`src/pkg/pmon_defines.svh`:
```
`ifndef PMON_DEFINES_SVH
`define PMON_DEFINES_SVH

// ----------------------------------------
// bus address
// ----------------------------------------
`define ADDR_BASE 5'h0b
`define ADDR_STRAP_GND 2'h0
`define ADDR_STRAP_RES 2'h1
`define ADDR_STRAP_FLOAT 2'h2
`define ADDR_STRAP_HIGH 2'h3

// ----------------------------------------
// command byte fields
// ----------------------------------------
`define CMD_VOLT_CONT 0
`define CMD_VOLT_ONCE 1
`define CMD_AMP_CONT 2
`define CMD_AMP_ONCE 3
`define CMD_VOLT_DIV 4
`define CMD_STATUS_RD 6
`define CMD_EXTENDED 7
`define CMD_RESET 8'h00

// ----------------------------------------
// timing
// ----------------------------------------
`define SCL_MAX_KHZ 400
`define SYS_CLK_MHZ 250
`define SCL_MIN_CYCLES ((`SYS_CLK_MHZ * 1000) / `SCL_MAX_KHZ)

`endif

```
`src/pkg/pmon_pkg.sv`:
```
package pmon_pkg;

	typedef enum logic [5:0] {
		ST_IDLE = 6'h01,
		ST_ADDR = 6'h02,
		ST_ACK = 6'h04,
		ST_WRITE = 6'h08,
		ST_READ = 6'h10,
		ST_IGNORE = 6'h20
	} bus_state_t;

	typedef enum logic [1:0] {
		RD_BOTH = 2'h0,
		RD_VOLT = 2'h1,
		RD_AMP = 2'h2,
		RD_STATUS = 2'h3
	} read_kind_t;

endpackage

```
`src/pkg/pin_sync_if.sv`:
```
`timescale 1ns/1ps

interface pin_sync_if;
	logic scl;
	logic sda;
	logic scl_rise;
	logic scl_fall;
	logic start_seen;
	logic stop_seen;

	modport producer (
		output scl,
		output sda,
		output scl_rise,
		output scl_fall,
		output start_seen,
		output stop_seen
	);

	modport consumer (
		input scl,
		input sda,
		input scl_rise,
		input scl_fall,
		input start_seen,
		input stop_seen
	);
endinterface

```
`src/verilog/bus_line_sync.sv`:
```
`timescale 1ns/1ps

module bus_line_sync (
	input wire logic sys_clk,
	input wire logic reset_n,
	input wire logic scl_in,
	input wire logic sda_in,
	pin_sync_if.producer pins
);

	logic [2:0] scl_sh_r;
	logic [2:0] sda_sh_r;
	logic scl_r;
	logic sda_r;

	// ----------------------------------------
	// three-stage samplers, change taken when stages two and three agree
	// ----------------------------------------
	wire scl_agree = (scl_sh_r[1] == scl_sh_r[2]);
	wire sda_agree = (sda_sh_r[1] == sda_sh_r[2]);
	wire scl_nxt = scl_agree ? scl_sh_r[2] : scl_r;
	wire sda_nxt = sda_agree ? sda_sh_r[2] : sda_r;

	always_ff @(posedge sys_clk or negedge reset_n) begin
		if (!reset_n) begin
			scl_sh_r <= 3'h7;
			sda_sh_r <= 3'h7;
			scl_r <= 1'b1;
			sda_r <= 1'b1;
		end else begin
			scl_sh_r <= {scl_sh_r[1:0], scl_in};
			sda_sh_r <= {sda_sh_r[1:0], sda_in};
			scl_r <= scl_nxt;
			sda_r <= sda_nxt;
		end
	end

	assign pins.scl = scl_r;
	assign pins.sda = sda_r;
	assign pins.scl_rise = scl_nxt & ~scl_r;
	assign pins.scl_fall = ~scl_nxt & scl_r;
	// sda falling while scl high
	assign pins.start_seen = scl_r & scl_nxt & sda_r & ~sda_nxt;
	// sda rising while scl high
	assign pins.stop_seen = scl_r & scl_nxt & ~sda_r & sda_nxt;

endmodule

```
`src/verilog/power_monitor_i2c_command_port.sv`:
```
`timescale 1ns/1ps
`include "pmon_defines.svh"

// Function
// - bus address upper five bits fixed at the base pattern
// - low two address bits follow the four-state strap pin
// - start is sda falling with scl high; then shift eight bits
// - first byte: seven address bits msb first, then direction bit
// - on match pull sda low for the ninth clock, else ignore the frame until the next start or stop
// - each unit is eight data bits plus one acknowledge bit
// - sda change only while scl low; rise with scl high is stop
// - first byte after address in a write is the command byte
// - quick command is acknowledged and changes no setting
// - command write: start, address, ack, command, ack, stop
// - command msb zero is ordinary; msb one is extended write
// - bit0 continuous voltage; early reads acked with zero data
// - bit1 one voltage conversion, self-clears; reads nacked until done
// - bit2 continuous current; early reads acked with zero data
// - bit3 one current conversion, self-clears; reads nacked until done
// - bit4 picks voltage divider: 0 fourteen-to-one, 1 seven-to-two
// - while bit6 set, read returns the alert status byte
// - twelve-bit results returned in two or three read bytes
// - accepts fast-mode scl up to 400 khz
// - both channels: v[11:4], i[11:4], then v[3:0] over i[3:0]
// - one channel: bits 11..4, then bits 3..0 with low nibble zero
module power_monitor_i2c_command_port (
	input wire logic sys_clk,
	input wire logic reset_n,
	input wire logic scl_in,
	input wire logic sda_in,
	output logic sda_out,
	output logic sda_oe,
	input wire logic [1:0] addr_strap,
	input wire logic [11:0] volt_result,
	input wire logic [11:0] amp_result,
	input wire logic volt_done,
	input wire logic amp_done,
	input wire logic [7:0] status_byte,
	output logic volt_continuous,
	output logic amp_continuous,
	output logic volt_divider_select,
	output logic volt_once_start,
	output logic amp_once_start,
	output logic status_read_sel,
	output logic [6:0] ext_cmd_byte,
	output logic ext_cmd_valid
);

	pin_sync_if pins ();

	bus_line_sync u_sync (
		.sys_clk(sys_clk),
		.reset_n(reset_n),
		.scl_in(scl_in),
		.sda_in(sda_in),
		.pins(pins.producer)
	);

	// ----------------------------------------
	// state
	// ----------------------------------------
	pmon_pkg::bus_state_t state_r;
	pmon_pkg::bus_state_t state_nxt;
	logic [3:0] bit_cnt_r;
	logic [7:0] shift_r;
	logic is_read_r;
	logic got_cmd_r;
	logic ack_drive_r;
	logic master_ack_r;
	logic [1:0] byte_idx_r;
	logic [7:0] tx_r;
	logic [7:0] cmd_r;
	logic [1:0] strap_r;
	logic volt_valid_r;
	logic amp_valid_r;
	logic volt_pend_r;
	logic amp_pend_r;
	logic volt_start_r;
	logic amp_start_r;
	logic [6:0] ext_r;
	logic ext_valid_r;
	logic [11:0] volt_hold_r;
	logic [11:0] amp_hold_r;

	// scl up to 400 khz gives at least this many sys_clk cycles per period
	localparam int SCL_MIN_CYC = `SCL_MIN_CYCLES;

	// ----------------------------------------
	// decode
	// ----------------------------------------
	wire [6:0] my_addr = {`ADDR_BASE, strap_r};
	wire [7:0] byte_in = {shift_r[6:0], pins.sda};
	wire addr_match = (byte_in[7:1] == my_addr);
	wire byte_end = pins.scl_rise & (bit_cnt_r == 4'h7);
	wire ninth_fall = pins.scl_fall & (bit_cnt_r == 4'h8);
	wire volt_busy = volt_pend_r;
	wire amp_busy = amp_pend_r;
	// one-shot not finished: refuse the read
	wire read_ok = ~volt_busy & ~amp_busy;
	wire is_cmd = ~byte_in[`CMD_EXTENDED];
	wire want_v = cmd_r[`CMD_VOLT_CONT] | volt_pend_r | volt_valid_r;
	wire want_i = cmd_r[`CMD_AMP_CONT] | amp_pend_r | amp_valid_r;
	// results not yet produced read as zero, never stale
	wire [11:0] v_data = volt_valid_r ? volt_hold_r : 12'h000;
	wire [11:0] i_data = amp_valid_r ? amp_hold_r : 12'h000;
	wire status_mode = cmd_r[`CMD_STATUS_RD];
	wire both_mode = want_v & want_i;

	pmon_pkg::read_kind_t kind;
	assign kind = status_mode ? pmon_pkg::RD_STATUS :
		both_mode ? pmon_pkg::RD_BOTH :
		want_i ? pmon_pkg::RD_AMP : pmon_pkg::RD_VOLT;

	logic [7:0] tx_sel;
	always_comb begin
		tx_sel = 8'h00;
		case (kind)
			pmon_pkg::RD_STATUS: tx_sel = status_byte;
			pmon_pkg::RD_BOTH: begin
				case (byte_idx_r)
					2'h0: tx_sel = v_data[11:4];
					2'h1: tx_sel = i_data[11:4];
					2'h2: tx_sel = {v_data[3:0], i_data[3:0]};
					default: tx_sel = 8'h00;
				endcase
			end
			pmon_pkg::RD_AMP: begin
				case (byte_idx_r)
					2'h0: tx_sel = i_data[11:4];
					2'h1: tx_sel = {i_data[3:0], 4'h0};
					default: tx_sel = 8'h00;
				endcase
			end
			default: begin
				case (byte_idx_r)
					2'h0: tx_sel = v_data[11:4];
					2'h1: tx_sel = {v_data[3:0], 4'h0};
					default: tx_sel = 8'h00;
				endcase
			end
		endcase
	end

	// ----------------------------------------
	// transaction state machine
	// ----------------------------------------
	always_comb begin
		state_nxt = state_r;
		case (state_r)
			pmon_pkg::ST_IDLE: state_nxt = state_r;
			pmon_pkg::ST_ADDR: begin
				if (byte_end) begin
					// refused reads and foreign addresses fall silent
					if (addr_match & (~byte_in[0] | read_ok)) begin
						state_nxt = pmon_pkg::ST_ACK;
					end else begin
						state_nxt = pmon_pkg::ST_IGNORE;
					end
				end
			end
			pmon_pkg::ST_ACK: begin
				if (ninth_fall) begin
					state_nxt = is_read_r ? pmon_pkg::ST_READ :
						pmon_pkg::ST_WRITE;
				end
			end
			pmon_pkg::ST_WRITE: begin
				if (byte_end) begin
					state_nxt = pmon_pkg::ST_ACK;
				end
			end
			pmon_pkg::ST_READ: begin
				if (pins.scl_rise & (bit_cnt_r == 4'h8) & pins.sda) begin
					state_nxt = pmon_pkg::ST_IGNORE;
				end
			end
			pmon_pkg::ST_IGNORE: state_nxt = state_r;
			default: state_nxt = pmon_pkg::ST_IDLE;
		endcase
		if (pins.start_seen) begin
			state_nxt = pmon_pkg::ST_ADDR;
		end else if (pins.stop_seen) begin
			state_nxt = pmon_pkg::ST_IDLE;
		end
	end

	always_ff @(posedge sys_clk or negedge reset_n) begin
		if (!reset_n) begin
			state_r <= pmon_pkg::ST_IDLE;
			bit_cnt_r <= 4'h0;
			shift_r <= 8'h00;
		end else begin
			state_r <= state_nxt;
			shift_r <= pins.scl_rise ? byte_in : shift_r;
			if (pins.start_seen) begin
				// the scl fall that follows start wraps this to zero
				bit_cnt_r <= 4'hf;
			end else if (ninth_fall) begin
				bit_cnt_r <= 4'h0;
			end else if (pins.scl_fall) begin
				bit_cnt_r <= bit_cnt_r + 4'h1;
			end
		end
	end

	// ----------------------------------------
	// transaction flags and read pointer
	// ----------------------------------------
	wire addr_acked = (state_r == pmon_pkg::ST_ADDR) &
		(state_nxt == pmon_pkg::ST_ACK);
	wire cmd_taken = (state_r == pmon_pkg::ST_WRITE) & byte_end & ~got_cmd_r;

	always_ff @(posedge sys_clk or negedge reset_n) begin
		if (!reset_n) begin
			is_read_r <= 1'b0;
			got_cmd_r <= 1'b0;
			byte_idx_r <= 2'h0;
			master_ack_r <= 1'b0;
		end else begin
			if (addr_acked) begin
				is_read_r <= byte_in[0];
				got_cmd_r <= 1'b0;
				byte_idx_r <= 2'h0;
			end else if (cmd_taken) begin
				got_cmd_r <= 1'b1;
			end
			// advance with every load so the next byte is picked, not repeated
			if (ninth_fall & (state_nxt == pmon_pkg::ST_READ)) begin
				byte_idx_r <= byte_idx_r + 2'h1;
			end
			master_ack_r <= (state_r == pmon_pkg::ST_READ) &
				(bit_cnt_r == 4'h8);
		end
	end

	// ----------------------------------------
	// sda drive: ack in ninth slot or read data, set on scl low
	// ----------------------------------------
	always_ff @(posedge sys_clk or negedge reset_n) begin
		if (!reset_n) begin
			ack_drive_r <= 1'b0;
			tx_r <= 8'h00;
		end else begin
			// acknowledge goes low after the eighth falling edge
			if (pins.scl_fall & (bit_cnt_r == 4'h7) &
				((state_r == pmon_pkg::ST_ACK) |
				(state_r == pmon_pkg::ST_WRITE &
				state_nxt == pmon_pkg::ST_ACK))) begin
				ack_drive_r <= 1'b1;
			end else if (ninth_fall | pins.stop_seen | pins.start_seen) begin
				ack_drive_r <= 1'b0;
			end
			if (ninth_fall & (state_nxt == pmon_pkg::ST_READ)) begin
				tx_r <= tx_sel;
			end else if ((state_r == pmon_pkg::ST_READ) & pins.scl_fall &
				(bit_cnt_r < 4'h7)) begin
				tx_r <= {tx_r[6:0], 1'b0};
			end
		end
	end

	wire tx_slot = (state_r == pmon_pkg::ST_READ) & (bit_cnt_r < 4'h8);
	assign sda_out = 1'b0;
	// open drain: only ever pull low
	assign sda_oe = ack_drive_r | (tx_slot & ~tx_r[7]);

	// ----------------------------------------
	// command register and conversion bookkeeping
	// ----------------------------------------
	wire cmd_load = cmd_taken & is_cmd;
	wire ext_load = cmd_taken & ~is_cmd;

	always_ff @(posedge sys_clk or negedge reset_n) begin
		if (!reset_n) begin
			cmd_r <= `CMD_RESET;
			strap_r <= 2'h0;
			volt_start_r <= 1'b0;
			amp_start_r <= 1'b0;
			ext_r <= 7'h00;
			ext_valid_r <= 1'b0;
		end else begin
			// strap captured while the bus is idle, never mid-transaction
			if (state_r == pmon_pkg::ST_IDLE) begin
				strap_r <= addr_strap;
			end
			volt_start_r <= cmd_load & byte_in[`CMD_VOLT_ONCE];
			amp_start_r <= cmd_load & byte_in[`CMD_AMP_ONCE];
			ext_valid_r <= ext_load;
			if (cmd_load) begin
				// once bits self-clear: stored as zero
				cmd_r <= {1'b0, byte_in[6:4], 1'b0, byte_in[2], 1'b0,
					byte_in[0]};
			end
			if (ext_load) begin
				ext_r <= byte_in[6:0];
			end
		end
	end

	// a fresh start wins over a done in the same cycle
	always_ff @(posedge sys_clk or negedge reset_n) begin
		if (!reset_n) begin
			volt_pend_r <= 1'b0;
			amp_pend_r <= 1'b0;
			volt_valid_r <= 1'b0;
			amp_valid_r <= 1'b0;
			volt_hold_r <= 12'h000;
			amp_hold_r <= 12'h000;
		end else begin
			if (volt_start_r) begin
				volt_pend_r <= 1'b1;
				volt_valid_r <= 1'b0;
			end else if (volt_done) begin
				volt_pend_r <= 1'b0;
				volt_valid_r <= 1'b1;
				volt_hold_r <= volt_result;
			end
			if (amp_start_r) begin
				amp_pend_r <= 1'b1;
				amp_valid_r <= 1'b0;
			end else if (amp_done) begin
				amp_pend_r <= 1'b0;
				amp_valid_r <= 1'b1;
				amp_hold_r <= amp_result;
			end
		end
	end

	assign volt_continuous = cmd_r[`CMD_VOLT_CONT];
	assign amp_continuous = cmd_r[`CMD_AMP_CONT];
	assign volt_divider_select = cmd_r[`CMD_VOLT_DIV];
	assign status_read_sel = cmd_r[`CMD_STATUS_RD];
	assign volt_once_start = volt_start_r;
	assign amp_once_start = amp_start_r;
	assign ext_cmd_byte = ext_r;
	assign ext_cmd_valid = ext_valid_r;

endmodule
```
`config.mk`:
```
export PLATFORM = sky130hd
export DESIGN_NAME = power_monitor_i2c_command_port
export DESIGN_NICKNAME = d
export VERILOG_FILES = /design/src/pkg/pmon_pkg.sv /design/src/pkg/pin_sync_if.sv /design/src/verilog/bus_line_sync.sv /design/src/verilog/power_monitor_i2c_command_port.sv
export VERILOG_INCLUDE_DIRS = /design/src /design/src/pkg
export SDC_FILE = /design/constraint.sdc
export NUM_CORES = 1
export LEC_CHECK = 0
export BUFFER_PORTS_ARGS = -buffer_cell sky130_fd_sc_hd__buf_4
export CAP_MARGIN = 20
export CELL_PAD_IN_SITES_DETAIL_PLACEMENT = 1
export CELL_PAD_IN_SITES_GLOBAL_PLACEMENT = 2
export CORE_MARGIN = 5
export CORE_UTILIZATION = 35
export CTS_BUF_LIST = sky130_fd_sc_hd__clkbuf_2 sky130_fd_sc_hd__clkbuf_4 sky130_fd_sc_hd__clkbuf_8
export DETAILED_ROUTE_END_ITERATION = 10
export MAX_ROUTING_LAYER = met4
export PLACE_DENSITY_LB_ADDON = 0.1
export SLEW_MARGIN = 20
export SYNTH_ARGS = -nofsm -noshare
export SYNTH_HDL_FRONTEND = slang
export SYNTH_SLANG_ARGS = --single-unit
export TNS_END_PERCENT = 30
```
`constraint.sdc`:
```
create_clock -name sys_clk -period 1.8 [get_ports sys_clk]
set_input_delay 0.18 -clock sys_clk [delete_from_list [all_inputs] [get_ports sys_clk]]
set_output_delay 0.18 -clock sys_clk [all_outputs]
set_load 0.005 [all_outputs]
```
# [Yosys cells after proc, flatten, opt, wreduce, memory -nomap -nowiden]
# Index checks and enable logic that the tools add are counted.
# Widths: inputs -> output; s select.
[word_totals] ff_bits=83 inputBits=40
[op_classes] n_addsub=2 order_cmp=2 eq_ne=17 mux=39 bitwise=49 reduce_logical=12
[op_table] operator="$pmux 8 s3" count=2
[op_table] operator="$mux 6" count=7
[op_table] operator="$pmux 8 s2" count=2
[op_table] operator="$pmux 6 s5" count=1
[op_table] operator="$and 1x1->1" count=29
[op_table] operator="$mux 12" count=2
[op_table] operator="$mux 8" count=2
[op_table] operator="$mux 1" count=14
[op_table] operator="$eq 6x3->1 const B" count=2
[op_table] operator="$eq 6x5->1 const B" count=2
[op_table] operator="$mux 4" count=3
[op_table] operator="$reduce_bool 2->1" count=6
[op_table] operator="$not 1->1" count=11
[op_table] operator="$mux 2" count=5
[op_table] operator="$or 1x1->1" count=9
[op_table] operator="$eq 7x6->1" count=1
[op_table] operator="$eq 2x2->1 const B" count=3
[op_table] operator="$eq 6x1->1 const B" count=1
[op_table] operator="$eq 6x2->1 const B" count=1
[op_table] operator="$eq 6x4->1 const B" count=1
[op_table] operator="$eq 6x6->1 const B" count=1
[op_table] operator="$mux 5" count=1
[op_table] operator="$add 4x1->4 const B" count=1
[op_table] operator="$eq 4x3->1 const B" count=1
[op_table] operator="other kinds (10)" count=13

# [Logic depth before layout (Yosys ltp)]
[depth] depth_word=14 ltp_mapped=8 ltp_nobuf=7

# [Hierarchy]
# From an unflattened synthesis, not the netlist that was laid out.
[hier_totals] hier_cells=331 area_unflattened_um2=4065.1
[modules_own_cells] mod="power_monitor_i2c_command_port" n_inst=1 cells_per_inst=314 area_per_inst_um2=3787.4 seq_area_each_um2=1853.0
[modules_own_cells] mod="bus_line_sync" n_inst=1 cells_per_inst=17 area_per_inst_um2=277.8 seq_area_each_um2=210.2

# [Worst setup path before layout]
# Ideal clock, no wire load.
[synth_path] path_type="register -> register" startpoint="register state_r[5]" endpoint="register cmd_r[0]" setup_ns=0.125 arrival_time_ns=1.751 required_ns=1.675 path_slack_ns=-0.076 stages_incl_launch_ff=6 synth_period_minus_slack_ns=1.876 cell_sequence="dfrtp_1 > clkbuf_1 > nor4_2 > nand4b_1 > nor3_2 > mux2_2"
[synth_via] elab_chain_cells=4
[synth_rtl] item="start, declared" line_no="power_monitor_i2c_command_port.sv:62" rtl="pmon_pkg::bus_state_t state_r;"
[synth_rtl] item="start signal, assigned" line_no="power_monitor_i2c_command_port.sv:189" rtl="state_r <= pmon_pkg::ST_IDLE;"
[synth_rtl] item="start signal, assigned" line_no="power_monitor_i2c_command_port.sv:193" rtl="state_r <= state_nxt;"
[synth_rtl] item="$eq 6x4->1" line_no="power_monitor_i2c_command_port.sv:211" rtl="wire cmd_taken = (state_r == pmon_pkg::ST_WRITE) & byte_end & ~got_cmd_r;"
[synth_rtl] item="$and 1x1->1 (2 in a row)" line_no="power_monitor_i2c_command_port.sv:211"
[synth_rtl] item="$and 1x1->1" line_no="power_monitor_i2c_command_port.sv:270" rtl="wire cmd_load = cmd_taken & is_cmd;"
[synth_rtl] item="end signal, assigned" line_no="power_monitor_i2c_command_port.sv:275" rtl="cmd_r <= `CMD_RESET;"
[synth_rtl] item="end signal, assigned" line_no="power_monitor_i2c_command_port.sv:291" rtl="cmd_r <= {1'b0, byte_in[6:4], 1'b0, byte_in[2], 1'b0,"
[synth_rtl] item="end, declared" line_no="power_monitor_i2c_command_port.sv:72" rtl="logic [7:0] cmd_r;"
# No other way between the ends.
# A chain may end at the register's enable or synchronous reset.

# [Worst setup path after layout]
[layout_path] startpoint="register state_r[1]" endpoint="register state_r[1]"
[layout_via] elab_chain_cells=5 word_cells_on_any_way=14 classes_between="6 x eq/ne; 7 x mux; 1 x reduce/logical"
[layout_rtl] item="$eq 6x1->1 or $eq 6x6->1 (tied branches)" line_no="power_monitor_i2c_command_port.sv:149" rtl="case (state_r)"
[layout_rtl] item="$reduce_or 2->1 (no line)"
[layout_rtl] item="$pmux 6 s5 *" line_no="power_monitor_i2c_command_port.sv:149"
[layout_rtl] item="$mux 6 *" line_no="power_monitor_i2c_command_port.sv:182" rtl="end else if (pins.stop_seen) begin"
[layout_rtl] item="$mux 6 *" line_no="power_monitor_i2c_command_port.sv:180" rtl="if (pins.start_seen) begin"
[layout_rtl] item="via state_nxt[1]" line_no="power_monitor_i2c_command_port.sv:63" rtl="pmon_pkg::bus_state_t state_nxt;"
# The timed path passes the listed nets; every way through them passes the cells marked *.

==> results.md <==
- Clk sinks: 82
- Final non-filler cell total: 636
- Antenna Nets Post-Route: 0
- Final max-slew violation count: 0
- GRT Util Overall: 16.7%
- Finished Core Util: 47.7%
- Achievable frequency: 0.523 GHz
- Fin Clk Skew: 0.00952 ns
- Overall die area: 0.0139 sq mm
- Remaining DRCs: 0
- Min Hold Slack: 0.0607 ns
- Synth Flop Type: dfrtp_1
- Post-synth EDFFs: 0
- Synth top area cells: dfrtp_1, mux2_2, dfstp_2
- Mean Syn Cell Area: 11.1 sq um
- Detailed placement HPWL: 8.42 mm
- First-pass GRT wire length: 18.4 mm
- Routed WL: 10.9 mm
- Final Hold Viols: 0
- Number of iterations in the first detailed-routing pass: 4
- Area Overhead vs Synth: 34.1%
- WL per Instance: 17.1 um
- Area of the core: 0.0114 sq mm
- Flops & latches, synth: 82
- Max Cap Violations: 0
- CTS root buffer: clkbuf_8
- Post-synth ARST share: 100%
- Starting Density: 35.6%
- Die H: 118 um
- Initial antenna violation count: 0
- Placed instance count: 611
- # nets final: 534
- Failing checks: negative setup slack
- Setup WS post-layout: -0.113 ns
- GPL Wtd Cong: 0.832
- Vias per inst: 5.15
- Die Width: 118 um
- Cell area after synthesis: 0.00406 sq mm
- Largest net degree at the start of global routing: 35
- CTS tree: done
- Syn Inst Count: 366
- CP Data Arrival Time: 2.20 ns
- CP Class: reg2reg
- Vias in the first global route: 3583
- FILL cells: 1283
- Syn Nets: 412
- Yosys top cell area share: 45.0%
- Synth area leader: dfrtp_1
- Hold Path Class: in2reg
- Synth warn: 0
- I/O pin total: 56
- Fin Setup TNS: -0.827 ns
- Input/output buffers: 54
- Worst Path Max Fanout: 3
- Seq/Total Area, Yosys: 50.8%
- Row cnt: 39
- DRT iter0 DRCs: 103
- Final setup fails: 24
- Status: complete, but fails checks
- DR vias: 3275
- Clk buf depth: 2
- VDD IR max: 0.412 mV
- RSZ-0062 raised after global routing: yes
- Worst setup EP type: flop
- Count of unique library cells instantiated by Yosys: 61
- # H-tree levels: 3
- Crit share post-route: 106%
- Clk_lat worst skew: 0.35 ns
- Layout cells sized above 1: 45.2%
- Lkg Pwr: 0.00255 uW
- CTS clock-pin slew for the worst setup and hold paths: 0.08 ns
- Design Power: 4760 uW
- GR Overflow Total: 0
- Power density over cell area: 874 mW/mm^2
- Antenna cells: 0
- Num CTS Buffers: 9
- Fin crit period: 1.91 ns
- Crit path required time: 2.09 ns
- CP Launch Type: flop
logic make-up (layout without fill, tap and decap cells):
group,count (synthesis),after routing,share of synthesized area [%]
AND/OR/NAND/NOR,121,121,16.6
adder cells (fa/ha/maj),8,8,2.37
buffers and inverters,25,152,2.83
multiplexers,50,50,13.7
flip-flops,82,82,50.8
XOR/XNOR,4,4,0.862
other,1,1,0.0923
AO/OA/AOI/OAI,75,75,12.8
path summary, 6_finish.rpt:
kind / from / to / slack, ns / depth (start not counted)
min in group asynchronous: reset_n / volt_hold_r[2]$_DFFE_PN0P_ / 0.29 / 2
hold reg to reg: u_sync.sda_sh_r[0]$_DFF_PN1_ / u_sync.sda_sh_r[1]$_DFF_PN1_ / 0.35 / 0
max in group asynchronous: reset_n / amp_hold_r[10]$_DFFE_PN0P_ / 0.90 / 3
setup reg to reg: state_r[1]$_DFF_PN0_ / state_r[1]$_DFF_PN0_ / -0.11 / 5
setup / recovery: state_r[1]$_DFF_PN0_ / state_r[1]$_DFF_PN0_ / -0.11 / 5
hold / removal: amp_result[4] / amp_hold_r[4]$_DFFE_PN0P_ / 0.06 / 2
per-stage QoR:
stage | setup slack, ns | area (sq um)
after floorplan | -0.0296 | 4090
after global placement | -0.184 | 5070
after detailed placement | -0.191 | 5070
after CTS | -0.109 | 5370
after global routing | -0.174 | 5450
final | -0.113 | 5450
Yosys cell counts (4+ instances only):
cell type / n
a22oi_1: 8
nand2b_1: 8
and3_1: 4
nor2_1: 24
nor2b_1: 9
clkbuf_1: 9
and2_1: 6
a221o_1: 5
mux2i_1: 6
a31oi_1: 5
inv_1: 11
ha_1: 6
dfstp_2: 9
nand3_1: 12
nand2_1: 28
a21oi_1: 13
dfrtp_1: 73
mux2_2: 44
nor3_1: 6
o21ai_0: 16
worst max-delay path, stage by stage (launching register included):
cell,delay [ns]
dfrtp_1,0.41
or4_4,0.56
maj3_2,0.34
a31oi_4,0.19
a21boi_2,0.21
a31o_1,0.15
layout make-up:
class	instances	area, sq um	share of cell area (%)
Timing Repair Buffer	125	962	17.7
Multi-Input combinational cell	259	1990	36.5
Sequential cell	82	2060	37.9
Tap cell	143	179	3.28
Clock inverter	2	35.0	0.643
Inverter	11	41.3	0.758
Clock buffer	14	180	3.31
sequential cells by signal, indices dropped and copies added, names as in the netlist, 2 cells and up:
name,cells
bit_cnt_r,4
volt_hold_r,12
byte_idx_r,2
u_sync.sda_sh_r,3
ext_cmd_byte,7
state_r,6
cmd_r,4
shift_r,7
tx_r,8
u_sync.scl_sh_r,3
amp_hold_r,12
strap_r,2
layout by cell type (no fill, tap or decap), drive strengths merged, types with 3 or more instances in the layout:
master and instances:
a21o 3, a21oi 13, a221o 5, a22oi 8, a31oi 5, and2 6, and3 4, buf 122
clkbuf 14, dfrtp 73, dfstp 9, dlygate4sd3 3, ha 6, inv 11, mux2 44, mux2i 6
nand2 28, nand2b 8, nand3 12, nand4b 3, nor2 24, nor2b 9, nor3 7, nor4 4
o211ai 3, o21ai 18, o22ai 6, o31ai 3, xor2 3
routing by layer:
layer	share of wire, %	track usage, %	vias up
met5	0	-	-
met4	1.3	5.59	0
met3	2.2	2.07	11
met2	48	25.4	40
met1	49	23.1	1655
li1	-	-	1569
where the power goes:
group / leakage, uW / internal, uW / switching [uW]
clock: 0.000114 / 785 / 637
sequential: 0.000986 / 2060 / 185
combinational: 0.00145 / 616 / 482
total: 0.00255 / 3460 / 1300
what timing repair did:
item	in CTS	in global routing
pin swaps	4	6
hold endpoints to repair	27	0
gates resized for setup	20	8
hold buffers	3	0
endpoints found under the setup margin	29	30
cloned	0	0
buffers inserted	0	6
Note: power is estimated with default switching activity, not from simulation.
